$ cat src/shared/cct_map.svh
`ifndef CCT_MAP_SVH
`define CCT_MAP_SVH

// register word indices; byte address is four times the index
`define CCT_IDX_CTRL        8'h12
`define CCT_IDX_STATUS      8'h13
`define CCT_IDX_CAP_HIGH    8'h14
`define CCT_IDX_CAP_LOW     8'h15
`define CCT_IDX_CMP_HIGH    8'h16
`define CCT_IDX_CMP_LOW     8'h17
`define CCT_IDX_CNT_HIGH    8'h18
`define CCT_IDX_CNT_LOW     8'h19
`define CCT_IDX_ALT_HIGH    8'h1a
`define CCT_IDX_ALT_LOW     8'h1b

// timer_control bit positions
`define CCT_CTRL_CAP_IE     7
`define CCT_CTRL_CMP_IE     6
`define CCT_CTRL_OVF_IE     5
`define CCT_CTRL_EDGE_SEL   1
`define CCT_CTRL_OUT_LEVEL  0

// timer_status bit positions
`define CCT_STAT_CAP_FLAG   7
`define CCT_STAT_CMP_FLAG   6
`define CCT_STAT_OVF_FLAG   5

// counter constants
`define CCT_PRESCALE_LAST   2'h3
`define CCT_COUNT_RESET     16'hfffc
`define CCT_COUNT_MAX       16'hffff
`define CCT_COUNT_ZERO      16'h0000

`endif

$ cat src/shared/cct_pkg.sv
package cct_pkg;

    // whole state of the timer, registered as one word
    typedef struct packed {
        logic [1:0]  prescale;
        logic [15:0] count;
        logic [15:0] cap_val;
        logic [15:0] stop_cap_val;
        logic [15:0] cmp_val;
        logic [7:0]  cnt_buf;
        logic        cnt_latched;
        logic [7:0]  alt_buf;
        logic        alt_latched;
        logic        cap_inhibit;
        logic        cmp_inhibit;
        logic        cap_ie;
        logic        cmp_ie;
        logic        ovf_ie;
        logic        edge_sel;
        logic        out_level;
        logic        cap_flag;
        logic        cmp_flag;
        logic        ovf_flag;
        logic        cap_clr_armed;
        logic        cmp_clr_armed;
        logic        ovf_clr_armed;
        logic        sync_first;
        logic        sync_second;
        logic        sync_prev;
        logic        stop_prev;
        logic        stop_edge_seen;
        logic        cmp_pin;
        logic        irq;
        logic [31:0] rdata;
        logic        ready;
        logic        slverr;
    } cct_state_type;

endpackage : cct_pkg

$ cat src/design/cct_timer.sv
`timescale 1ns/1ps
`include "cct_map.svh"
module cct_timer #(
    parameter int ADDR_W = 8
) (
    input  wire logic              mclk_in,
    input  wire logic              rst_n_in,
    input  wire logic              por_n_in,
    input  wire logic              stop_in,
    input  wire logic              capture_in_pin_in,
    output logic                   compare_out_pin_out,
    output logic                   irq_out,
    input  wire logic [ADDR_W-1:0] paddr_in,
    input  wire logic              psel_in,
    input  wire logic              penable_in,
    input  wire logic              pwrite_in,
    input  wire logic [31:0]       pwdata_in,
    output logic [31:0]            prdata_out,
    output logic                   pready_out,
    output logic                   pslverr_out
);

    // index 0x1b needs seven address bits; more than ten would alias the decode
    if (ADDR_W < 7 || ADDR_W > 10)
    begin : g_addr_check
        $error("cct_timer: ADDR_W must lie between 7 and 10");
    end

    cct_pkg::cct_state_type state_reg;
    cct_pkg::cct_state_type state_next;

    logic [7:0] word_idx;
    logic       access;
    logic       rd;
    logic       wr;
    logic       tick;
    logic       cap_edge;
    logic       counting;
    logic [7:0] ctrl_byte;
    logic [7:0] stat_byte;

    // word index of the byte address; low two bits ignored, words are aligned
    assign word_idx = 8'(paddr_in[ADDR_W-1:2]);

    // side effects happen once, in the access cycle before pready rises
    // the registered pready masks the completing cycle, so nothing happens twice
    assign access = psel_in && penable_in && !state_reg.ready;
    assign rd     = access && !pwrite_in;
    assign wr     = access && pwrite_in;

    // prescaler terminal count; counter and comparator both act on it
    // stop holds counter and comparator; the prescaler phase restarts on wake
    assign counting = !stop_in;
    assign tick     = counting && (state_reg.prescale == `CCT_PRESCALE_LAST);

    // edge taken from second and third stages only, never the first
    assign cap_edge = state_reg.edge_sel ? (state_reg.sync_second && !state_reg.sync_prev)
                                         : (!state_reg.sync_second && state_reg.sync_prev);

    // read views of control and status bytes
    always_comb
    begin
        ctrl_byte = 8'h00;
        ctrl_byte[`CCT_CTRL_CAP_IE]    = state_reg.cap_ie;
        ctrl_byte[`CCT_CTRL_CMP_IE]    = state_reg.cmp_ie;
        ctrl_byte[`CCT_CTRL_OVF_IE]    = state_reg.ovf_ie;
        ctrl_byte[`CCT_CTRL_EDGE_SEL]  = state_reg.edge_sel;
        ctrl_byte[`CCT_CTRL_OUT_LEVEL] = state_reg.out_level;
        stat_byte = 8'h00;
        stat_byte[`CCT_STAT_CAP_FLAG]  = state_reg.cap_flag;
        stat_byte[`CCT_STAT_CMP_FLAG]  = state_reg.cmp_flag;
        stat_byte[`CCT_STAT_OVF_FLAG]  = state_reg.ovf_flag;
    end

    // next state: bus effects first, then hardware events so a set beats a clear
    always_comb
    begin
        state_next = state_reg;

        // capture pin synchroniser and previous-sample stage
        // only the second and previous-sample stages are read; the first may still be settling
        state_next.sync_first  = capture_in_pin_in;
        state_next.sync_second = state_reg.sync_first;
        state_next.sync_prev   = state_reg.sync_second;
        state_next.stop_prev   = stop_in;

        // apb answer: one wait state, pready for exactly one cycle
        state_next.ready  = access;
        state_next.slverr = 1'b0;
        state_next.rdata  = 32'h0000_0000;

        if (rd)
        begin
            case (word_idx)
                // control byte reads back as written; unused bits read zero
                `CCT_IDX_CTRL:
                begin
                    state_next.rdata = {24'h00_0000, ctrl_byte};
                end
                `CCT_IDX_STATUS:
                begin
                    // a status read arms clearing of each flag that is set now
                    state_next.rdata         = {24'h00_0000, stat_byte};
                    state_next.cap_clr_armed = state_reg.cap_flag;
                    state_next.cmp_clr_armed = state_reg.cmp_flag;
                    state_next.ovf_clr_armed = state_reg.ovf_flag;
                end
                // high byte first; edge captures hold off, but a wake from stop still moves stop_cap_val into cap_val
                `CCT_IDX_CAP_HIGH:
                begin
                    state_next.rdata       = {24'h00_0000, state_reg.cap_val[15:8]};
                    state_next.cap_inhibit = 1'b1;
                end
                // low byte ends the pair and, once armed, clears the capture flag
                `CCT_IDX_CAP_LOW:
                begin
                    state_next.rdata       = {24'h00_0000, state_reg.cap_val[7:0]};
                    state_next.cap_inhibit = 1'b0;
                    if (state_reg.cap_clr_armed)
                    begin
                        state_next.cap_flag      = 1'b0;
                        state_next.cap_clr_armed = 1'b0;
                    end
                end
                // compare bytes read back freely; a high read sets no inhibit
                `CCT_IDX_CMP_HIGH:
                begin
                    state_next.rdata = {24'h00_0000, state_reg.cmp_val[15:8]};
                end
                // a low byte read clears an armed compare flag, as a write does
                `CCT_IDX_CMP_LOW:
                begin
                    state_next.rdata = {24'h00_0000, state_reg.cmp_val[7:0]};
                    if (state_reg.cmp_clr_armed)
                    begin
                        state_next.cmp_flag      = 1'b0;
                        state_next.cmp_clr_armed = 1'b0;
                    end
                end
                `CCT_IDX_CNT_HIGH:
                begin
                    // freeze the low byte so the pair reads as one value
                    state_next.rdata       = {24'h00_0000, state_reg.count[15:8]};
                    state_next.cnt_buf     = state_reg.count[7:0];
                    state_next.cnt_latched = 1'b1;
                end
                `CCT_IDX_CNT_LOW:
                begin
                    // latched byte after a high read, live byte otherwise
                    if (state_reg.cnt_latched)
                    begin
                        state_next.rdata = {24'h00_0000, state_reg.cnt_buf};
                    end
                    else
                    begin
                        state_next.rdata = {24'h00_0000, state_reg.count[7:0]};
                    end
                    state_next.cnt_latched = 1'b0;
                    if (state_reg.ovf_clr_armed)
                    begin
                        state_next.ovf_flag      = 1'b0;
                        state_next.ovf_clr_armed = 1'b0;
                    end
                end
                // own latch, so the two read paths never disturb each other
                `CCT_IDX_ALT_HIGH:
                begin
                    state_next.rdata       = {24'h00_0000, state_reg.count[15:8]};
                    state_next.alt_buf     = state_reg.count[7:0];
                    state_next.alt_latched = 1'b1;
                end
                `CCT_IDX_ALT_LOW:
                begin
                    // no effect on the overflow flag or its armed clear
                    if (state_reg.alt_latched)
                    begin
                        state_next.rdata = {24'h00_0000, state_reg.alt_buf};
                    end
                    else
                    begin
                        state_next.rdata = {24'h00_0000, state_reg.count[7:0]};
                    end
                    state_next.alt_latched = 1'b0;
                end
                // unmapped word: refused, nothing changes
                default:
                begin
                    state_next.slverr = 1'b1;
                end
            endcase
        end

        if (wr)
        begin
            case (word_idx)
                // all five control bits land together
                `CCT_IDX_CTRL:
                begin
                    state_next.cap_ie    = pwdata_in[`CCT_CTRL_CAP_IE];
                    state_next.cmp_ie    = pwdata_in[`CCT_CTRL_CMP_IE];
                    state_next.ovf_ie    = pwdata_in[`CCT_CTRL_OVF_IE];
                    state_next.edge_sel  = pwdata_in[`CCT_CTRL_EDGE_SEL];
                    state_next.out_level = pwdata_in[`CCT_CTRL_OUT_LEVEL];
                end
                // a half-new value could match early; hold compares off
                `CCT_IDX_CMP_HIGH:
                begin
                    state_next.cmp_val[15:8] = pwdata_in[7:0];
                    state_next.cmp_inhibit   = 1'b1;
                end
                // low byte completes the value and re-enables compares
                `CCT_IDX_CMP_LOW:
                begin
                    state_next.cmp_val[7:0] = pwdata_in[7:0];
                    state_next.cmp_inhibit  = 1'b0;
                    if (state_reg.cmp_clr_armed)
                    begin
                        state_next.cmp_flag      = 1'b0;
                        state_next.cmp_clr_armed = 1'b0;
                    end
                end
                // counter, capture and status words are read only
                `CCT_IDX_STATUS, `CCT_IDX_CAP_HIGH, `CCT_IDX_CAP_LOW,
                `CCT_IDX_CNT_HIGH, `CCT_IDX_CNT_LOW, `CCT_IDX_ALT_HIGH, `CCT_IDX_ALT_LOW:
                begin
                    state_next.slverr = 1'b0;
                end
                // unmapped word: refused
                default:
                begin
                    state_next.slverr = 1'b1;
                end
            endcase
        end

        // prescaler is held cleared while stopped
        // so a wake-up starts a fresh divide-by-four phase
        if (counting)
        begin
            state_next.prescale = state_reg.prescale + 2'h1;
        end
        else
        begin
            state_next.prescale = 2'h0;
        end

        // counter and comparator act once every fourth clock
        // stopped: neither counter nor comparator moves
        if (tick)
        begin
            state_next.count = state_reg.count + 16'h0001;
            // wrap from the top count to zero
            if (state_reg.count == `CCT_COUNT_MAX)
            begin
                state_next.ovf_flag = 1'b1;
            end
            // comparator sees the count before this increment
            if (!state_reg.cmp_inhibit && (state_reg.count == state_reg.cmp_val))
            begin
                state_next.cmp_pin  = state_reg.out_level;
                state_next.cmp_flag = 1'b1;
            end
        end

        // capture: live when running, only armed while stopped
        if (cap_edge && !state_reg.cap_inhibit)
        begin
            if (counting)
            begin
                state_next.cap_val  = state_reg.count;
                state_next.cap_flag = 1'b1;
            end
            else if (!state_reg.stop_edge_seen)
            begin
                // first edge in stop is held aside; later ones are dropped until the stop ends
                // a reset exit must leave no capture data, so cap_val stays untouched here
                state_next.stop_cap_val   = state_reg.count;
                state_next.stop_edge_seen = 1'b1;
            end
        end

        // leaving stop without reset means an interrupt woke us; count is kept
        if (rst_n_in && por_n_in && state_reg.stop_prev && !stop_in && state_reg.stop_edge_seen)
        begin
            state_next.cap_val        = state_reg.stop_cap_val;
            state_next.cap_flag       = 1'b1;
            state_next.stop_edge_seen = 1'b0;
        end

        // system reset: control, counter, compare pin and pending bus and clear state; flags and edge select kept
        if (!rst_n_in || !por_n_in)
        begin
            state_next.prescale       = 2'h0;
            state_next.count          = `CCT_COUNT_RESET;
            state_next.cnt_latched    = 1'b0;
            state_next.alt_latched    = 1'b0;
            state_next.cap_inhibit    = 1'b0;
            state_next.cmp_inhibit    = 1'b0;
            state_next.cap_ie         = 1'b0;
            state_next.cmp_ie         = 1'b0;
            state_next.ovf_ie         = 1'b0;
            state_next.out_level      = 1'b0;
            state_next.cap_clr_armed  = 1'b0;
            state_next.cmp_clr_armed  = 1'b0;
            state_next.ovf_clr_armed  = 1'b0;
            // an armed stop capture dies with reset; stop_cap_val is cleared only at power-on
            state_next.stop_edge_seen = 1'b0;
            state_next.stop_prev      = 1'b0;
            state_next.cmp_pin        = 1'b0;
            // no bus answer is left standing across a reset
            state_next.ready          = 1'b0;
            state_next.slverr         = 1'b0;
            state_next.rdata          = 32'h0000_0000;
        end

        // power-on only: gives flags and edge select a defined start value
        if (!por_n_in)
        begin
            state_next.cap_flag    = 1'b0;
            state_next.cmp_flag    = 1'b0;
            state_next.ovf_flag    = 1'b0;
            state_next.edge_sel    = 1'b0;
            state_next.cap_val     = 16'h0000;
            state_next.stop_cap_val = 16'h0000;
            state_next.cmp_val     = 16'h0000;
            state_next.cnt_buf     = 8'h00;
            state_next.alt_buf     = 8'h00;
            state_next.sync_first  = 1'b0;
            state_next.sync_second = 1'b0;
            state_next.sync_prev   = 1'b0;
        end

        // built from the next state so irq_out moves on the same edge as its flag
        // single request from any enabled flag, from the next state
        state_next.irq = (state_next.cap_flag && state_next.cap_ie) ||
                         (state_next.cmp_flag && state_next.cmp_ie) ||
                         (state_next.ovf_flag && state_next.ovf_ie);
    end

    // the one state register; reset is folded into the next-state logic
    always_ff @(posedge mclk_in)
    begin
        state_reg <= state_next;
    end

    // every output straight from the state register
    assign compare_out_pin_out = state_reg.cmp_pin;
    assign irq_out             = state_reg.irq;
    assign prdata_out          = state_reg.rdata;
    assign pready_out          = state_reg.ready;
    assign pslverr_out         = state_reg.slverr;

endmodule : cct_timer

$ cat config.mk
export PLATFORM = sky130hd
export DESIGN_NAME = cct_timer
export DESIGN_NICKNAME = d
export VERILOG_FILES = /design/src/shared/cct_pkg.sv /design/src/design/cct_timer.sv
export VERILOG_INCLUDE_DIRS = /design/src /design/src/shared
export SDC_FILE = /design/constraint.sdc
export NUM_CORES = 1
export LEC_CHECK = 0
export BUFFER_PORTS_ARGS = -buffer_cell sky130_fd_sc_hd__clkbuf_2
export CAP_MARGIN = 5
export CORE_UTILIZATION = 50
export DETAILED_ROUTE_END_ITERATION = 6
export GPL_TIMING_DRIVEN = 0
export MAX_ROUTING_LAYER = met4
export PLACE_DENSITY = 0.71
export REMOVE_ABC_BUFFERS = 1
export SKIP_LAST_GASP = 1
export SLEW_MARGIN = 0
export SYNTH_ARGS = -nofsm -noshare
export SYNTH_HDL_FRONTEND = slang
export SYNTH_SLANG_ARGS = --single-unit
$ cat constraint.sdc
create_clock -name mclk_in -period 2.3 [get_ports mclk_in]
set_clock_uncertainty 0.1 [all_clocks]
set_input_delay 0.575 -clock mclk_in [delete_from_list [all_inputs] [get_ports mclk_in]]
set_output_delay 0.575 -clock mclk_in [all_outputs]
set_load 0.1 [all_outputs]
==> summary.md, run 1 <==
| Metric | Value |
|---|---|
| Syn_area_per_cell | 9.31 sq um |
| Leak | 0.00263 uW |
| Max cap viols | 0 |
| Synth area leaders | dfxtp_1 (40%), mux2i_1 (12%), nand2_1 (4.9%), nor2b_1 (4.4%), buf_4 (4.4%) |
| Buffers & Inverters on Critical Path | 2 |
| Worst slew pin tran | 698 ps |
| Sequential area share after synthesis | 0.404 |
| Initial cell density of the core | 0.516 |
| FF/Latch Area | 2280 sq um |
| Setup WS post-layout | 127 ps |
| Ys flop type | dfxtp_1 |
| Status | finished clean |
| Drt pass-1 iters | 5 |
| Cell Chain, Critical Path | clkbuf_2 > nor4bb_4 > buf_4 > nor2b_1 > a221oi_1 > a31oi_1 |
| Minimum clock period | 2170 ps |
| Largest net degree at the start of global routing | 75 |
| Die ar. | 11700 sq um |
| Yosys warning count | 0 |
| Peak supply drop | 0.000468 V |
| Post-synth EDFFs | 0 |
| Num ports | 84 |
| Cts bufs inserted | 17 |
| # setup viols final | 0 |
| Required time worst endpoint | 2520 ps |
| Skew-Pair Late Insertion Delay | 410 ps |
| Overall Power | 4940 uW |
| Synth Register Bits | 114 |
| Family with the most delay on the worst path | simple AND/OR/NAND/NOR gates |
| Max Slew Vio Count | 0 |
| Kind of critical path | in2reg |
| Drt wl/cell | 18.1 microns |
| Multi-input gate area in the final layout | 3050 sq um |
| Area leader, netlist | dfxtp_1 |
| Root buffer cell | clkbuf_16 |
| CP startpoint kind | primary input |
| CTS Buffer Depth | 2 |
| RSZ-0062 raised after global routing | false |
| Initial antenna violation count | 0 |
| I/O Buffers | 33 |
| Die height | 108 microns |
| First-pass GRT wire length | 22300 microns |
| Detailed-route DRC error count | 0 |
| Clock Sinks | 114 |
| Ant diodes | 0 |
| CTS tree | built |
| Worst EP arrival | 2390 ps |
| Syn-to-layout area delta | 13.2% |
| Total number of vias | 4413 |
| H-tree depth | 4 |
| Routed wire length | 13800 microns |
| Number of flip-flops in the largest register | 94 |
| Drt via density | 5.77 |
| Util after Layout | 0.584 |
| P per Cell Area | 773 nW/um^2 |
| Fmax | 0.460 GHz |
| GR Util All Layers | 0.263 |
| Cells after Synth | 606 |
| Slew Limit Headroom | 0.528 |
| Hold Path Class | in2reg |
| Synth Cell Area | 5640 sq um |
| Synth top area share | 0.404 |
| RePlAce Congestion | 0.869 |
| # nets final | 663 |
| Vias in the first global route | 4285 |
| Crit path max-delay cell type | nor4bb_4 |
| Crit end category | flop |
| Distinct cells, synth | 59 |
| Initial DRC Count | 243 |
| Tcrit/Tclk final | 0.945 |
| Core ar. | 10900 sq um |
| Die X | 108 microns |
| Routed Antenna Nets | 0 |
| Sum Neg Setup Slack | 0 ps |
| Fillers | 932 |
| Hold bufs inserted after CTS | 0 |
| Global route overflow | 0 |
| Hold Vio Cnt, Final | 0 |
| Proportion of layout cells with a drive suffix above 1 | 0.165 |
| FP Rows | 38 |
| Setup Slack @ Placement | -3020 ps |
| Final HPWL DP | 9070 microns |
| CTS clk-pin slew, worst paths | 50 ps |
| Worst Path Max Fanout | 6 |
| Worst path max stage delay | 510 ps |
| Async set-reset flop share out of synthesis | 0 |
==> routing by layer <==
layer,GRT usage,up-vias,part of all wire
met2,0.410,157,0.46
met1,0.317,2115,0.44
met3,0.0603,45,0.056
met5,-,-,0
met4,0.138,0,0.040
li1,-,2096,-
==> metrics by stage <==
stage,hold WS (ps),instances,cell area [sq um]
final,279,765,6390
after global routing,282,765,6390
after CTS,272,764,6350
after detailed placement,326,725,5620
after global placement,318,723,5600
after floorplan,305,550,5260
==> synthesized netlist by cell type, types with 5 or more instances <==
cell,number
and3_1,9
nand2_1,74
nor2_1,22
dfxtp_1,114
a21boi_1,8
nand4_1,12
and2_1,6
o211a_1,16
buf_2,17
clkbuf_1,24
nor2b_1,40
xnor2_1,14
a31oi_1,10
inv_1,7
mux2i_1,66
a21oi_1,10
o21ai_0,13
xor2_1,12
nand3_1,14
buf_4,33
a221oi_1,10
a21boi_0,8
or3_1,5
==> worst paths after layout <==
check	from	endpoint	slack, ps	cells past startpoint
setup / recovery	paddr_in[4]	prdata_out[6]$_SDFF_PP0_	130	6
hold / removal	capture_in_pin_in	state_reg[40]$_SDFF_PN0_	280	2
setup reg to reg	state_reg[121]$_SDFFE_PP0P_	state_reg[134]$_SDFFE_PP1P_	240	6
hold reg to reg	state_reg[136]$_SDFF_PP0_	state_reg[136]$_SDFF_PP0_	340	1
==> placed cells by master, fill, tap and decap left out, types with 10 or more instances in the layout <==
master,Yosys,routed
a21oi_1,10,10
a221oi_1,10,10
a31oi_1,10,10
clkbuf_16,0,17
clkbuf_2,2,31
conb_1,1,24
dfxtp_1,114,113
mux2i_1,66,66
nand2_1,74,73
nand3_1,14,14
nand4_1,12,12
nor2_1,22,22
nor2b_1,40,39
o211a_1,16,16
o21ai_0,13,13
xnor2_1,14,14
xor2_1,12,12
==> logic make-up (layout without fill, tap and decap cells) <==
group,count (synthesis),count (layout),share of synthesized area
and+or+nand+nor,209,209,0.197
DFF,114,114,0.404
AOI/OAI and AO/OA,97,98,0.134
buffers and inverters,87,82,0.0882
muxes,70,70,0.131
xor gates and xnor gates,26,26,0.0403
adders and majority gates,2,2,0.00443
other,1,24,0.000664
==> worst register-to-register path, cell delays in order (launching register included) <==
cell      delay [ps]
dfxtp_1          600
ha_1             240
nand3b_1         230
nor4_4           410
nand4_1          150
xor2_1           150
nand2_1           60
==> repair_timing <==
action                     in CTS  in global routing
cloned                          1                  0
buffers inserted                7                  1
pin swaps                       3                  1
setup endpoints to repair      68                 27
gates resized for setup        14                  8
==> final cells by class <==
cell class | count | share of cell area
timing repair buffer | 43 | 0.0409
multi-input combinational | 429 | 0.477
clock inverter | 10 | 0.0168
inverter | 8 | 0.00470
tap | 140 | 0.0274
clock buffer | 21 | 0.0752
sequential | 114 | 0.357
==> where the power goes <==
group | internal [uW] | leakage, uW | total (uW) | switching, uW
Combinational | 68.2 | 0.00143 | 348 | 279
Sequential | 1990 | 0.000921 | 2000 | 9.62
Clock | 1690 | 0.000287 | 2580 | 895
Note: power is estimated with default switching activity, not from simulation.
==> inputs of run 2 (changes only) <==
--- a/config.mk
+++ b/config.mk
@@ -11,7 +11,6 @@
 export CORE_UTILIZATION = 50
 export DETAILED_ROUTE_END_ITERATION = 6
 export GPL_TIMING_DRIVEN = 0
-export MAX_ROUTING_LAYER = met4
 export PLACE_DENSITY = 0.71
 export REMOVE_ABC_BUFFERS = 1
 export SKIP_LAST_GASP = 1
==> summary.md, run 2 (synthesis results as in run 1) <==
| Metric | Value |
|---|---|
| Die height | 108 microns (unchanged) |
| CTS tree | built |
| CP startpoint kind | primary input |
| FF/Latch Area | 2280 sq um (about the same) |
| GR Util All Layers | 0.248 (-0.0156) |
| Met1 WL | 6010 microns (-2.0%) |
| Hold Path Class | in2reg |
| Worst path max stage delay | 460 ps (-50 ps) |
| Detailed-route DRC error count | 0 (unchanged) |
| Required time worst endpoint | 2500 ps (-20 ps) |
| Largest net degree at the start of global routing | 75 (unchanged) |
| Buffers & Inverters on Critical Path | 1 (-1) |
| First-pass GRT wire length | 21600 microns (-3.0%) |
| FP Rows | 38 (unchanged) |
| H-tree depth | 4 (unchanged) |
| Hold Vio Cnt, Final | 0 (unchanged) |
| Peak supply drop | 0.000465 V (-0.74%) |
| RePlAce Congestion | 0.890 (+2.4%) |
| Worst Path Max Fanout | 23 (+17) |
| Top sig layer | met4 |
| Placed insts | 725 (unchanged) |
| Slew Limit Headroom | 0.587 (+0.0593) |
| CTS Buffer Depth | 2 (unchanged) |
| Total number of vias | 4418 (+0.11%) |
| Cell Chain, Critical Path | clkbuf_2 > nor2b_2 > and2_1 > and3_2 > mux2i_1 > nor2b_1 |
| Drt pass-1 iters | 5 (unchanged) |
| Setup Slack @ Placement | -3070 ps (-50.1 ps) |
| Family with the most delay on the worst path | simple AND/OR/NAND/NOR gates |
| # nets final | 662 (-0.15%) |
| Most frequent cells in the layout | dfxtp_1 (112), nand2_1 (73), mux2i_1 (66) |
| Die X | 108 microns (unchanged) |
| Worst EP arrival | 2350 ps (-40 ps) |
| Drt wl/cell | 17.6 microns (-2.5%) |
| Tcrit/Tclk final | 0.933 (-0.0113) |
| Ant diodes | 0 (unchanged) |
| Crit end category | flop |
| Worst slew pin tran | 610 ps (-87.6 ps) |
| # setup viols final | 0 (unchanged) |
| Setup WS post-layout | 154 ps (+26.1 ps) |
| Post-route cell area | 6400 sq um (+0.25%) |
| Routed wire length | 13500 microns (-2.5%) |
| Skew-Pair Late Insertion Delay | 410 ps (about the same) |
| Root buffer cell | clkbuf_16 |
| Proportion of layout cells with a drive suffix above 1 | 0.163 (-0.00160) |
| Crit path max-delay cell type | and3_2 |
| Kind of critical path | in2reg |
| Routed Antenna Nets | 0 (unchanged) |
| RSZ-0062 raised after global routing | false |
| P per Cell Area | 795 nW/um^2 (+2.9%) |
| Cts bufs inserted | 17 (unchanged) |
| Met2 wire length | 6490 microns (+1.7%) |
| Initial DRC Count | 232 (-4.5%) |
| Initial antenna violation count | 0 (unchanged) |
| Final HPWL DP | 8850 microns (-2.4%) |
| Num ports | 84 (unchanged) |
| Core ar. | 10900 sq um (unchanged) |
| Syn-to-layout area delta | 13.5% |
| Max cap viols | 0 (unchanged) |
| Die ar. | 11700 sq um (unchanged) |
| Max Slew Vio Count | 0 (unchanged) |
| Fmax | 0.466 GHz (+1.2%) |
| Initial cell density of the core | 0.516 (unchanged) |
| Global route overflow | 0 (unchanged) |
| Hold bufs inserted after CTS | 0 (unchanged) |
| Leak | 0.00264 uW (+0.41%) |
| Drt via density | 5.78 (+0.11%) |
| Commonest non-fill, non-tap cell in the layout | dfxtp_1 |
| CTS clk-pin slew, worst paths | 50 ps (about the same) |
| Number of flip-flops in the largest register | 94 (unchanged) |
| Post-DP Area | 5620 sq um (unchanged) |
| Multi-input gate area in the final layout | 3030 sq um (-0.70%) |
| Met3 wire length | 712 microns (-8.1%) |
| I/O Buffers | 33 (unchanged) |
| Minimum clock period | 2150 ps (-26.1 ps) |
| Clock Sinks | 114 (unchanged) |
| Status | finished clean |
| Fillers | 952 (+2.1%) |
| Finished Layout Cells | 765 (unchanged) |
| Vias in the first global route | 4148 (-3.2%) |
[run 2: final timing paths]
path	start	to	slack, ps	cells after the start
worst max-delay path	paddr_in[2]	state_reg[83]$_SDFFE_PN0P_	150	6
worst min-delay path	capture_in_pin_in	state_reg[40]$_SDFF_PN0_	270	2
worst max register to register	ctrl_byte[1]$_SDFFE_PN0P_	state_reg[102]$_SDFFE_PN0P_	230	5
worst min register to register	state_reg[136]$_SDFF_PP0_	state_reg[136]$_SDFF_PP0_	340	1
[run 2: area by class of cell]
| type | instances | share of cell area |
|---|---|---|
| clock buffer | 21 | 0.0719 |
| clock inverter | 11 | 0.0248 |
| inverter | 8 | 0.00469 |
| multi-input combinational | 429 | 0.473 |
| sequential | 114 | 0.357 |
| tap | 140 | 0.0273 |
| timing repair buffer | 42 | 0.0416 |
[run 2: where the power goes]
part	switching, uW	internal (uW)	leakage (uW)
clock network	886	1860	0.000310
logic	278	67.8	0.00141
registers	9.64	1990	0.000922
total	1170	3920	0.00264
[run 2: metal layers]
layer  vias up  track usage
met1      2143        0.313
met5         -            0
li1       2100            -
met3        25       0.0536
met4         0        0.102
met2       150        0.408
[run 2: metrics by stage]
| step | setup TNS (ps) | hold WS, ps | power, uW | util |
|---|---|---|---|---|
| after floorplan | -16450 | 305 | 2290 | - |
| after global placement | -117180 | 318 | 2370 | 0.512 |
| after detailed placement | -93460 | 326 | 2380 | 0.514 |
| after CTS | 0 | 265 | 5120 | 0.583 |
| after global routing | 0 | 276 | 5240 | 0.586 |
| final | 0 | 271 | 5090 | 0.586 |
[run 2: timing repair]
| item | CTS | global route |
|---|---|---|
| endpoints found under the setup margin | 68 | 18 |
| gates resized for setup | 12 | 8 |
| hold endpoints to repair | 0 | 0 |
| cloned | 1 | 0 |
| buffers inserted | 6 | 1 |
| pin swaps | 3 | 1 |
